**src/rx_recovery_pkg.sv**
```systemverilog
// Shared constants for the asynchronous receive recovery block
package rx_recovery_pkg;
   localparam int          SAMPLES_NORMAL   = 16;
   localparam int          SAMPLES_DOUBLE   = 8;
   localparam logic [3:0]  VOTE_FIRST_NORMAL = 4'h8;
   localparam logic [3:0]  VOTE_FIRST_DOUBLE = 4'h4;
   localparam logic [3:0]  SAMPLE_FIRST      = 4'h1;
   localparam logic [3:0]  LAST_NORMAL       = 4'hf;
   localparam logic [3:0]  LAST_DOUBLE       = 4'h7;
   localparam logic [3:0]  BITS_MIN          = 4'h5;
   localparam logic [3:0]  BITS_MAX          = 4'ha;
   localparam int          DATA_MAX          = 10;
   localparam int          FIFO_DEPTH        = 8;
   localparam int          CLK_MHZ           = 40;

   typedef enum logic [3:0] {
      ST_IDLE  = 4'b0001,
      ST_START = 4'b0010,
      ST_BITS  = 4'b0100,
      ST_STOP  = 4'b1000
   } rx_state_type;
endpackage

```
**src/rx_fifo.sv**
```systemverilog
// Parameterised synchronous FIFO with valid/ready on both sides
`timescale 1ns/100ps
module rx_fifo #(
   parameter int WIDTH = 11,
   parameter int DEPTH = 8
) (
   input  wire logic             clk,
   input  wire logic             rst,
   input  wire logic             ce,
   input  wire logic             flush,
   input  wire logic [WIDTH-1:0] in_data,
   input  wire logic             in_valid,
   output logic                  in_ready,
   output logic      [WIDTH-1:0] out_data,
   output logic                  out_valid,
   input  wire logic             out_ready
);
   localparam int AW = $clog2(DEPTH);

   typedef struct packed {
      logic [AW:0] wr;
      logic [AW:0] rd;
   } fifo_state_type;

   fifo_state_type   st_reg;
   fifo_state_type   st_next;
   logic [WIDTH-1:0] mem [DEPTH];
   logic [AW:0]      count;
   logic             push;
   logic             pop;

   assign count     = st_reg.wr - st_reg.rd;
   assign in_ready  = (count != DEPTH[AW:0]) && !flush;
   assign out_valid = (count != '0);
   assign out_data  = mem[st_reg.rd[AW-1:0]];
   assign push      = in_valid && in_ready;
   assign pop       = out_valid && out_ready && !flush;

   always_comb begin
      st_next = st_reg;
      if (flush) begin
         st_next = '0;
      end else begin
         if (push) st_next.wr = st_reg.wr + 1'b1;
         if (pop) st_next.rd = st_reg.rd + 1'b1;
      end
   end

   always_ff @(posedge clk) begin
      if (rst) begin
         st_reg <= '0;
      end else if (ce) begin
         st_reg <= st_next;
         if (push) mem[st_reg.wr[AW-1:0]] <= in_data;
      end
   end
endmodule

```
**src/uart_rx_recovery.sv**
```systemverilog
// Asynchronous receive clock and data recovery with frame buffer
//
// Overview of operation
// - Sample at 16x normal, 8x double speed
// - Double speed when double_speed_select is one
// - Falling edge starts detection, first low sample one
// - Start checked on samples 8-10 or 4-6
// - Majority high start is noise, resume search
// - Valid start resynchronizes timing every frame
// - Sixteen or eight states per bit
// - Bit is majority of three centre samples
// - Votes at 8,9,10 or 4,5,6
// - Recover through first stop bit only
// - Stop voting zero sets frame error flag
// - New start accepted right after stop vote
// - Character plus parity five to ten bits
// - Rate error split equally between ends
// - Enable cleared stops reception and flushes buffer
// - Frame error stored with its frame
`timescale 1ns/100ps
module uart_rx_recovery #(
   parameter int DATA_MAX = rx_recovery_pkg::DATA_MAX,
   parameter int DEPTH    = rx_recovery_pkg::FIFO_DEPTH
) (
   input  wire logic                CLK_SYS,
   input  wire logic                RST,
   input  wire logic                CE,
   input  wire logic                SAMPLE_TICK,
   input  wire logic                RX_LINE,
   input  wire logic                RECEIVER_ENABLE_BIT,
   input  wire logic                DOUBLE_SPEED_SELECT,
   input  wire logic [3:0]          FRAME_BITS,
   output logic      [DATA_MAX-1:0] RX_DATA,
   output logic                     FRAME_ERROR_FLAG,
   output logic                     RX_VALID,
   input  wire logic                RX_READY,
   output logic                     OVERRUN
);
   typedef struct packed {
      rx_recovery_pkg::rx_state_type state;
      logic                          line_q;
      logic [3:0]                    sample;
      logic [1:0]                    votes;
      logic [3:0]                    bit_idx;
      logic [DATA_MAX-1:0]           shift;
      logic                          push;
      logic                          ferr;
      logic                          overrun;
   } rx_type;

   rx_type                st_reg;
   rx_type                st_next;
   logic                  fifo_ready;
   logic [DATA_MAX:0]     fifo_out;
   logic [3:0]            vote_first;
   logic [3:0]            last_sample;
   logic [3:0]            nbits;
   logic                  in_vote;
   logic                  at_decide;
   logic                  bit_val;

   // Majority of two stored votes and the third sample
   function automatic logic majority(input logic [1:0] v, input logic s);
      majority = (v[0] & v[1]) | (v[0] & s) | (v[1] & s);
   endfunction

   // Centre votes leave equal slack for early and late remote edges
   assign vote_first  = DOUBLE_SPEED_SELECT ? rx_recovery_pkg::VOTE_FIRST_DOUBLE
                                            : rx_recovery_pkg::VOTE_FIRST_NORMAL;
   assign last_sample = DOUBLE_SPEED_SELECT ? rx_recovery_pkg::LAST_DOUBLE
                                            : rx_recovery_pkg::LAST_NORMAL;
   // Clamp frame length into the supported span
   assign nbits = (FRAME_BITS < rx_recovery_pkg::BITS_MIN) ? rx_recovery_pkg::BITS_MIN :
                  (FRAME_BITS > rx_recovery_pkg::BITS_MAX) ? rx_recovery_pkg::BITS_MAX : FRAME_BITS;
   assign in_vote   = (st_reg.sample >= vote_first) && (st_reg.sample <= vote_first + 4'h2);
   assign at_decide = (st_reg.sample == vote_first + 4'h2);
   assign bit_val   = majority(st_reg.votes, RX_LINE);

   always_comb begin
      st_next      = st_reg;
      st_next.push = 1'b0;
      // Successful store ends an overrun; a new drop below still wins
      if (st_reg.push) st_next.overrun = 1'b0;
      if (!RECEIVER_ENABLE_BIT) begin
         st_next.state = rx_recovery_pkg::ST_IDLE;
         st_next.line_q  = 1'b1;
         st_next.overrun = 1'b0;
      end else if (SAMPLE_TICK) begin
         st_next.line_q = RX_LINE;
         st_next.sample = st_reg.sample + 4'h1;
         if (in_vote) st_next.votes = {st_reg.votes[0], RX_LINE};
         case (st_reg.state)
            rx_recovery_pkg::ST_IDLE: begin
               if (st_reg.line_q && !RX_LINE) begin
                  st_next.state  = rx_recovery_pkg::ST_START;
                  st_next.sample = rx_recovery_pkg::SAMPLE_FIRST + 4'h1;
               end
            end
            rx_recovery_pkg::ST_START: begin
               if (at_decide) begin
                  if (bit_val) begin
                     st_next.state = rx_recovery_pkg::ST_IDLE;
                  end else begin
                     // Align so the next bit begins at sample one
                     st_next.state   = rx_recovery_pkg::ST_BITS;
                     st_next.bit_idx = '0;
                     st_next.shift   = '0;
                  end
               end
               // Zero stands for the last state, so a bit spans all its samples
               if (st_reg.sample == last_sample) st_next.sample = rx_recovery_pkg::SAMPLE_FIRST - 4'h1;
            end
            rx_recovery_pkg::ST_BITS: begin
               if (at_decide) begin
                  st_next.shift   = st_reg.shift | (DATA_MAX'(bit_val) << st_reg.bit_idx);
                  st_next.bit_idx = st_reg.bit_idx + 4'h1;
               end
               if (st_reg.sample == last_sample) begin
                  st_next.sample = rx_recovery_pkg::SAMPLE_FIRST - 4'h1;
                  if (st_reg.bit_idx == nbits) st_next.state = rx_recovery_pkg::ST_STOP;
               end
            end
            rx_recovery_pkg::ST_STOP: begin
               if (at_decide) begin
                  st_next.ferr  = !bit_val;
                  st_next.push  = fifo_ready;
                  st_next.state = rx_recovery_pkg::ST_IDLE;
                  st_next.line_q = 1'b1;
                  if (!fifo_ready) st_next.overrun = 1'b1;
               end
            end
            default: st_next.state = rx_recovery_pkg::ST_IDLE;
         endcase
      end
   end

   always_ff @(posedge CLK_SYS) begin
      if (RST) begin
         st_reg        <= '0;
         st_reg.state  <= rx_recovery_pkg::ST_IDLE;
         st_reg.line_q <= 1'b1;
      end else if (CE) begin
         st_reg <= st_next;
      end
   end

   rx_fifo #(
      .WIDTH (DATA_MAX + 1),
      .DEPTH (DEPTH)
   ) u_fifo (
      .clk       (CLK_SYS),
      .rst       (RST),
      .ce        (CE),
      .flush     (!RECEIVER_ENABLE_BIT),
      .in_data   ({st_reg.ferr, st_reg.shift}),
      .in_valid  (st_reg.push),
      .in_ready  (fifo_ready),
      .out_data  (fifo_out),
      .out_valid (RX_VALID),
      .out_ready (RX_READY)
   );

   assign RX_DATA          = fifo_out[DATA_MAX-1:0];
   assign FRAME_ERROR_FLAG = fifo_out[DATA_MAX];
   assign OVERRUN          = st_reg.overrun;
endmodule

```
**config.mk**
```make
export PLATFORM = sky130hd
export DESIGN_NAME = uart_rx_recovery
export DESIGN_NICKNAME = d
export VERILOG_FILES = /design/src/rx_recovery_pkg.sv /design/src/rx_fifo.sv /design/src/uart_rx_recovery.sv
export SDC_FILE = /design/constraint.sdc
export NUM_CORES = 1
export LEC_CHECK = 0
export BUFFER_PORTS_ARGS = -buffer_cell sky130_fd_sc_hd__buf_4
export CAP_MARGIN = 20
export CORE_MARGIN = 5
export CORE_UTILIZATION = 61
export CTS_CLUSTER_DIAMETER = 80
export CTS_CLUSTER_SIZE = 12
export DETAILED_ROUTE_END_ITERATION = 6
export PLACE_DENSITY = 0.77
export SLEW_MARGIN = 20
export SYNTH_ARGS = -nofsm -noshare
export SYNTH_HDL_FRONTEND = slang
export SYNTH_SLANG_ARGS = --single-unit
```
**constraint.sdc**
```tcl
create_clock -name CLK_SYS -period 3.3 [get_ports CLK_SYS]
set_clock_uncertainty 0.05 [all_clocks]
set_input_delay 0.495 -clock CLK_SYS [delete_from_list [all_inputs] [get_ports CLK_SYS]]
set_output_delay 0.495 -clock CLK_SYS [all_outputs]
set_load 0.1 [all_outputs]
```
==> results of run 1 <==
## layer usage
metal / global-route usage [%] / share of wire [%]
met5: 0 / 0
met4: 7.49 / 1.2
met3: 4.13 / 4.3
met2: 35.7 / 52
met1: 27.3 / 42
## tightest hold or removal path, cell delays in order
cell	delay [ns]
buf_4	0.10
mux2i_1	0.06
nor2_1	0.07
## power by group
group	switching [mW]	total [mW]	internal, mW
combinational	0.0437	0.0717	0.0280
clock	0.685	1.77	1.08
sequential	0.00720	1.69	1.68
total	0.736	3.53	2.79
## cell usage in the layout, fill, tap and decap left out, types with 12 or more instances in the layout
master / n
clkbuf_16: 16
buf_4: 32
edfxtp_1: 88
nor2_1: 26
inv_1: 15
nand3_1: 12
mux4_2: 22
o21ai_0: 13
a21oi_1: 24
dfxtp_1: 39
nand2_1: 27
## path summary, 6_finish.rpt
path | start | to | cells past startpoint
min | RX_LINE | st_reg[17]$_SDFFE_PP0P_ | 3
min reg2reg | OVERRUN$_SDFFE_PP0P_ | OVERRUN$_SDFFE_PP0P_ | 2
max reg2reg | u_fifo.st_reg[6]$_SDFFE_PP0P_ | u_fifo.mem[4][6]$_DFFE_PP_ | 6
max | u_fifo.st_reg[6]$_SDFFE_PP0P_ | RX_VALID | 6
## cells by family after synthesis
family | synth area share (%)
buffers and inverters | 2.50
XOR/XNOR | 1.38
AND/OR/NAND/NOR | 11.8
adder cells (fa/ha/maj) | 2.63
AO/OA/AOI/OAI | 8.41
multiplexers | 12.3
flip-flops | 61.0
## area by class of cell
class	count	area [um2]	area share [%]
Clock buffer	17	414	6.38
Clock inverter	15	164	2.53
Inverter	15	56.3	0.868
Multi-Input combinational cell	247	2050	31.6
Sequential cell	127	3420	52.8
Tap cell	111	139	2.14
Timing Repair Buffer	32	240	3.70
==> flow_summary_export.csv, run 1 <==
group,metric,value,unit
timing,worst_slack,0.358,ns
pwr,p_total,3.53,mW
logic_synthesis,avgSynthCellArea,13.7,um2
logic_synthesis,ys_warn_count,0,
clock_tree,path_clk_slew,0.06,ns
layout,finish.instance_area,6490,um2
clock_tree,clk_latency,0.51,ns
drt,first_pass_iters,4,
timing,rsz0062_at_grt,"no",
critical_path,cp_max_fo,11,
logic_synthesis,synth_common_cells,"edfxtp_1 (88), dfxtp_1 (39), nand2_1 (27)",
placed_design,dpl_cell_area,5910,um2
logic_synthesis,synth-edff-count,88,
logic_synthesis,yosysMostFrequentCell,"edfxtp_1",
grt,grt_pass1_vias,3494,
layout,largest_reg_flops,88,
logic_synthesis,yosys.area.top_type,"edfxtp_1",
timing,worst_pin_slew,0.702,ns
layout,n_fill_cell,594,
critical_path,crit_chain,"ha_1 -> and3b_2 -> nor3_2 -> nor2_1 -> nand2_1 -> buf_4",
layout,drive_gt1_share,24.1,%
layout,diodes,0,
grt,grt.overflow.total,0,
critical_path,max_stage_delay,0.50,ns
timing,timing.final.crit_share,89.2,%
placed_design,place_ws,0.411,ns
drt,routed_wl,10.8,mm
critical_path,arrival,2.40,ns
timing,relSlewSlack,52.7,%
worst_hold_path,hold_path.class,"primary input to flip-flop",
critical_path,crit_required,2.75,ns
critical_path,crit_buf_inv,1,
die,design.core.area,9110,um2
clock_tree,cts_resized,0,
status,run_status,"completed",
placed_design,io_buffers,24,
critical_path,crit_type,"flip-flop to output port",
layout,finalNetCount,463,
placed_design,placedCellCount,532,
logic_synthesis,ys_seq_elements,127,
logic_synthesis,synth_flop_cell,"edfxtp_1",
clock_tree,ctsHtreeMaxLevel,4,
layout,postLayoutCoreUtil,71.2,%
timing,tns,0,ns
grt,grtUsageTotal,21.1,%
clock_tree,numCtsBuffers,17,
critical_path,startpoint_type,"flip-flop",
layout,instances_no_fill,564,
timing,holdWs,0.211,ns
drt,postRouteAntennaNets,0,
timing,finalSetupViolations,0,
logic_synthesis,ys_seq_area_share,61.0,%
clock_tree,clock_sink_count,127,
clock_tree,cts_tree,"built",
logic_synthesis,syn-cell-area,5610,um2
timing,hold_viol_final,0,
pwr,p_per_area,544,nW/um2
die,placementRows,35,
logic_synthesis,ys_types,63,
drt,num_vias,3495,
logic_synthesis,syn-num-nets,431,
job,maxCapViolCount,0,
die,dieArea,11200,um2
logic_synthesis,async_flop_share,0,%
layout,syn2layout_area_growth,15.7,%
clock_tree,postCtsHoldBufs,0,
logic_synthesis,yosys-top-cells-area,"edfxtp_1 (47%), dfxtp_1 (14%), mux4_2 (8.8%)",
critical_path,cpMaxStageDelayCell,"dfxtp_1",
drt,wl_per_cell,19.2,um
clock_tree,cts-root-buf,"clkbuf_8",
pwr,p_leak,2.35,nW
logic_synthesis,yosysTopAreaCellShare,47.1,%
timing,max_clock_freq,340,MHz
drt,drc,0,
critical_path,crit_family,"simple AND/OR/NAND/NOR gates",
grt,grt_max_degree,23,
die,start_util,61.6,%
placed_design,place.gp.congestion,0.913,
placed_design,hpwl,6.92,mm
logic_synthesis,synthCells,408,
timing,fin_crit,2.94,ns
drt,initialDrtViolationCount,265,
die,fp.dieH,106,um
critical_path,r2r_setup_slack,0.42,ns
timing,report.final.slew_viol_count,0,
grt,antenna_found_initial,0,
drt,via_per_inst,6.20,
die,num_io_pins,25,
die,die_x,106,um
clock_tree,clk_path_buf_depth,2,
grt,grt_first_pass_wirelength,18.1,mm
pwr,vdd_drop_max,0.401,mV
clock_tree,post-cts-setup-buffers,0,
critical_path,worst_setup_path_end_kind,"output port",
(Power assumes the default switching activity.)
==> run 2: changes to the inputs <==
--- a/config.mk
+++ b/config.mk
@@ -7,7 +7,6 @@
 export LEC_CHECK = 0
 export BUFFER_PORTS_ARGS = -buffer_cell sky130_fd_sc_hd__buf_4
 export CAP_MARGIN = 20
-export CORE_MARGIN = 5
 export CORE_UTILIZATION = 61
 export CTS_CLUSTER_DIAMETER = 80
 export CTS_CLUSTER_SIZE = 12
==> run 2 against run 1 <==
  * Setup slack improved by 0.029 ns
  * First-iteration DRC count down 35%
  * Via count is 0.60% lower
  * Die area is 15% lower
  * Combinational power decreased by 3%
  * Critical path type unchanged
  * Largest cell class unchanged
  * Largest power group unchanged
==> flow_summary_export.csv, run 2 (synthesized netlist as in run 1, its figures left out) <==
group,metric,value,unit
layout,seq_area,3420,um2
critical_path,r2r_end,"u_fifo.mem[0][9]$_DFFE_PP_",
clock_tree,cts_tree,"built",
critical_path,worst_setup_path_end_kind,"output port",
layout,finish.instance_area,6550,um2
grt,grt.overflow.total,0,
clock_tree,ctsHtreeMaxLevel,4,
drt,via_per_inst,6.17,
layout,layout_common_cells,"edfxtp_1 (88), dfxtp_1 (39), buf_4 (34)",
clock_tree,clk_path_buf_depth,2,
timing,finalSetupViolations,0,
critical_path,crit_type,"flip-flop to output port",
timing,tns,0,ns
layout,multi_input_area,2070,um2
critical_path,crit_family,"simple AND/OR/NAND/NOR gates",
drt,drc,0,
worst_hold_path,worstHoldPathCells,3,
layout,largest_reg_flops,88,
drt,wl_per_cell,19.3,um
timing,report.final.slew_viol_count,0,
timing,relSlewSlack,54.4,%
clock_tree,cts-root-buf,"clkbuf_8",
placed_design,place.gp.congestion,0.813,
pwr,p_leak,2.39,nW
clock_tree,numCtsBuffers,17,
placed_design,place_ws,0.214,ns
timing,hold_viol_final,0,
timing,rsz0062_at_grt,"no",
job,maxCapViolCount,0,
clock_tree,clk_latency,0.51,ns
grt,antenna_found_initial,0,
critical_path,arrival,2.37,ns
timing,max_clock_freq,343,MHz
layout,diodes,0,
worst_hold_path,hold_path_startpoint,"RX_LINE",
placed_design,io_buffers,24,
critical_path,rr_startpoint,"u_fifo.st_reg[2]$_SDFFE_PP0P_",
critical_path,rr_worst_depth,7,
critical_path,crit_buf_inv,2,
drt,routed_wl,10.9,mm
critical_path,startpoint_type,"flip-flop",
critical_path,max_stage_delay,0.39,ns
grt,grt_max_degree,23,
placed_design,dpl_cell_area,5940,um2
drt,postRouteAntennaNets,0,
grt,grt_first_pass_wirelength,17.4,mm
timing,fin_crit,2.91,ns
status,run_status,"completed",
grt,grt_pass1_vias,3357,
timing,timing.final.crit_share,88.3,%
critical_path,r2r_setup_slack,0.40,ns
die,design.core.area,8810,um2
drt,initialDrtViolationCount,173,
critical_path,crit_required,2.75,ns
layout,finalNetCount,465,
worst_hold_path,min_to,"st_reg[17]$_SDFFE_PP0P_",
layout,syn2layout_area_growth,16.8,%
die,placementRows,34,
layout,n_fill_cell,558,
die,fp.dieH,97.9,um
clock_tree,path_clk_slew,0.06,ns
drt,first_pass_iters,4,
clock_tree,post-cts-setup-buffers,0,
layout,drive_gt1_share,24.8,%
pwr,vdd_drop_max,0.470,mV
timing,worst_pin_slew,0.677,ns
die,start_util,63.7,%
pwr,p_per_area,558,nW/um2
critical_path,cp_max_fo,5,
worst_hold_path,hold_path.class,"primary input to flip-flop",
critical_path,crit_chain,"inv_1 -> ha_1 -> and3b_2 -> nor3_2 -> nor2_1 -> nand2_1 -> buf_4",
clock_tree,clock_sink_count,127,
drt,num_vias,3474,
die,die_x,97.9,um
die,num_io_pins,25,
layout,postLayoutCoreUtil,74.4,%
grt,grtUsageTotal,24.7,%
layout,final_common_cell,"edfxtp_1",
die,dieArea,9580,um2
timing,worst_slack,0.387,ns
placed_design,hpwl,6.73,mm
timing,holdWs,0.232,ns
critical_path,cpMaxStageDelayCell,"ha_1",
-- run 2: worst reg2reg max path, cell delays in order, from the launching register on --
cell	delay, ns
dfxtp_1	0.37
inv_1	0.07
ha_1	0.39
and3b_2	0.26
nor3_1	0.29
o41ai_2	0.18
nor3_1	0.26
nor3b_4	0.65
-- run 2: cell type report --
type	instances	share of cell area [%]
clock inverters	13	2.86
clock buffers	19	6.43
inverters	15	0.859
well taps	108	2.06
multi-input cells	247	31.6
repair buffers	34	3.90
flip-flops and latches	127	52.2
-- run 2: report_power, final --
part	internal [mW]	switching [mW]	total, mW
logic	0.0280	0.0417	0.0697
clock network	1.23	0.666	1.90
registers	1.69	0.00725	1.69
-- run 2: per-layer routing --
layer | track usage [%] | vias to the layer above | part of all wire (%) | wire length, um
li1 | - | 1651 | - | -
met1 | 30.5 | 1685 | 41 | 4510
met2 | 41.8 | 115 | 51 | 5540
met3 | 5.73 | 23 | 5.2 | 561
met4 | 10.6 | 0 | 2.4 | 259
met5 | 0 | - | 0 | 0
-- run 2: timing repair --
item / CTS / global route
hold buffers: 0 / 0
setup endpoints to repair: 0 / 11
resized for setup: 0 / 1
-- run 2: through the flow --
step / std cells / power, mW
final: 563 / 3.66
after global routing: 563 / 3.76
after CTS: 563 / 3.68
after detailed placement: 531 / 1.79
after global placement: 531 / 1.79
after floorplan: 408 / 1.77
-- run 2: worst max-delay path by stage --
stage | to | slack [ns] | start | depth (start not counted)
after floorplan | u_fifo.mem[6][0]$_DFFE_PP_ | 0.26 | u_fifo.st_reg[2]$_SDFFE_PP0P_ | 6
after global placement | u_fifo.mem[0][5]$_DFFE_PP_ | 0.39 | u_fifo.st_reg[2]$_SDFFE_PP0P_ | 7
after detailed placement | u_fifo.mem[0][0]$_DFFE_PP_ | 0.21 | u_fifo.st_reg[2]$_SDFFE_PP0P_ | 7
after CTS | u_fifo.mem[0][9]$_DFFE_PP_ | 0.12 | u_fifo.st_reg[2]$_SDFFE_PP0P_ | 7
after global routing | u_fifo.mem[0][0]$_DFFE_PP_ | 0.14 | u_fifo.st_reg[2]$_SDFFE_PP0P_ | 7
final | RX_VALID | 0.39 | u_fifo.st_reg[2]$_SDFFE_PP0P_ | 7
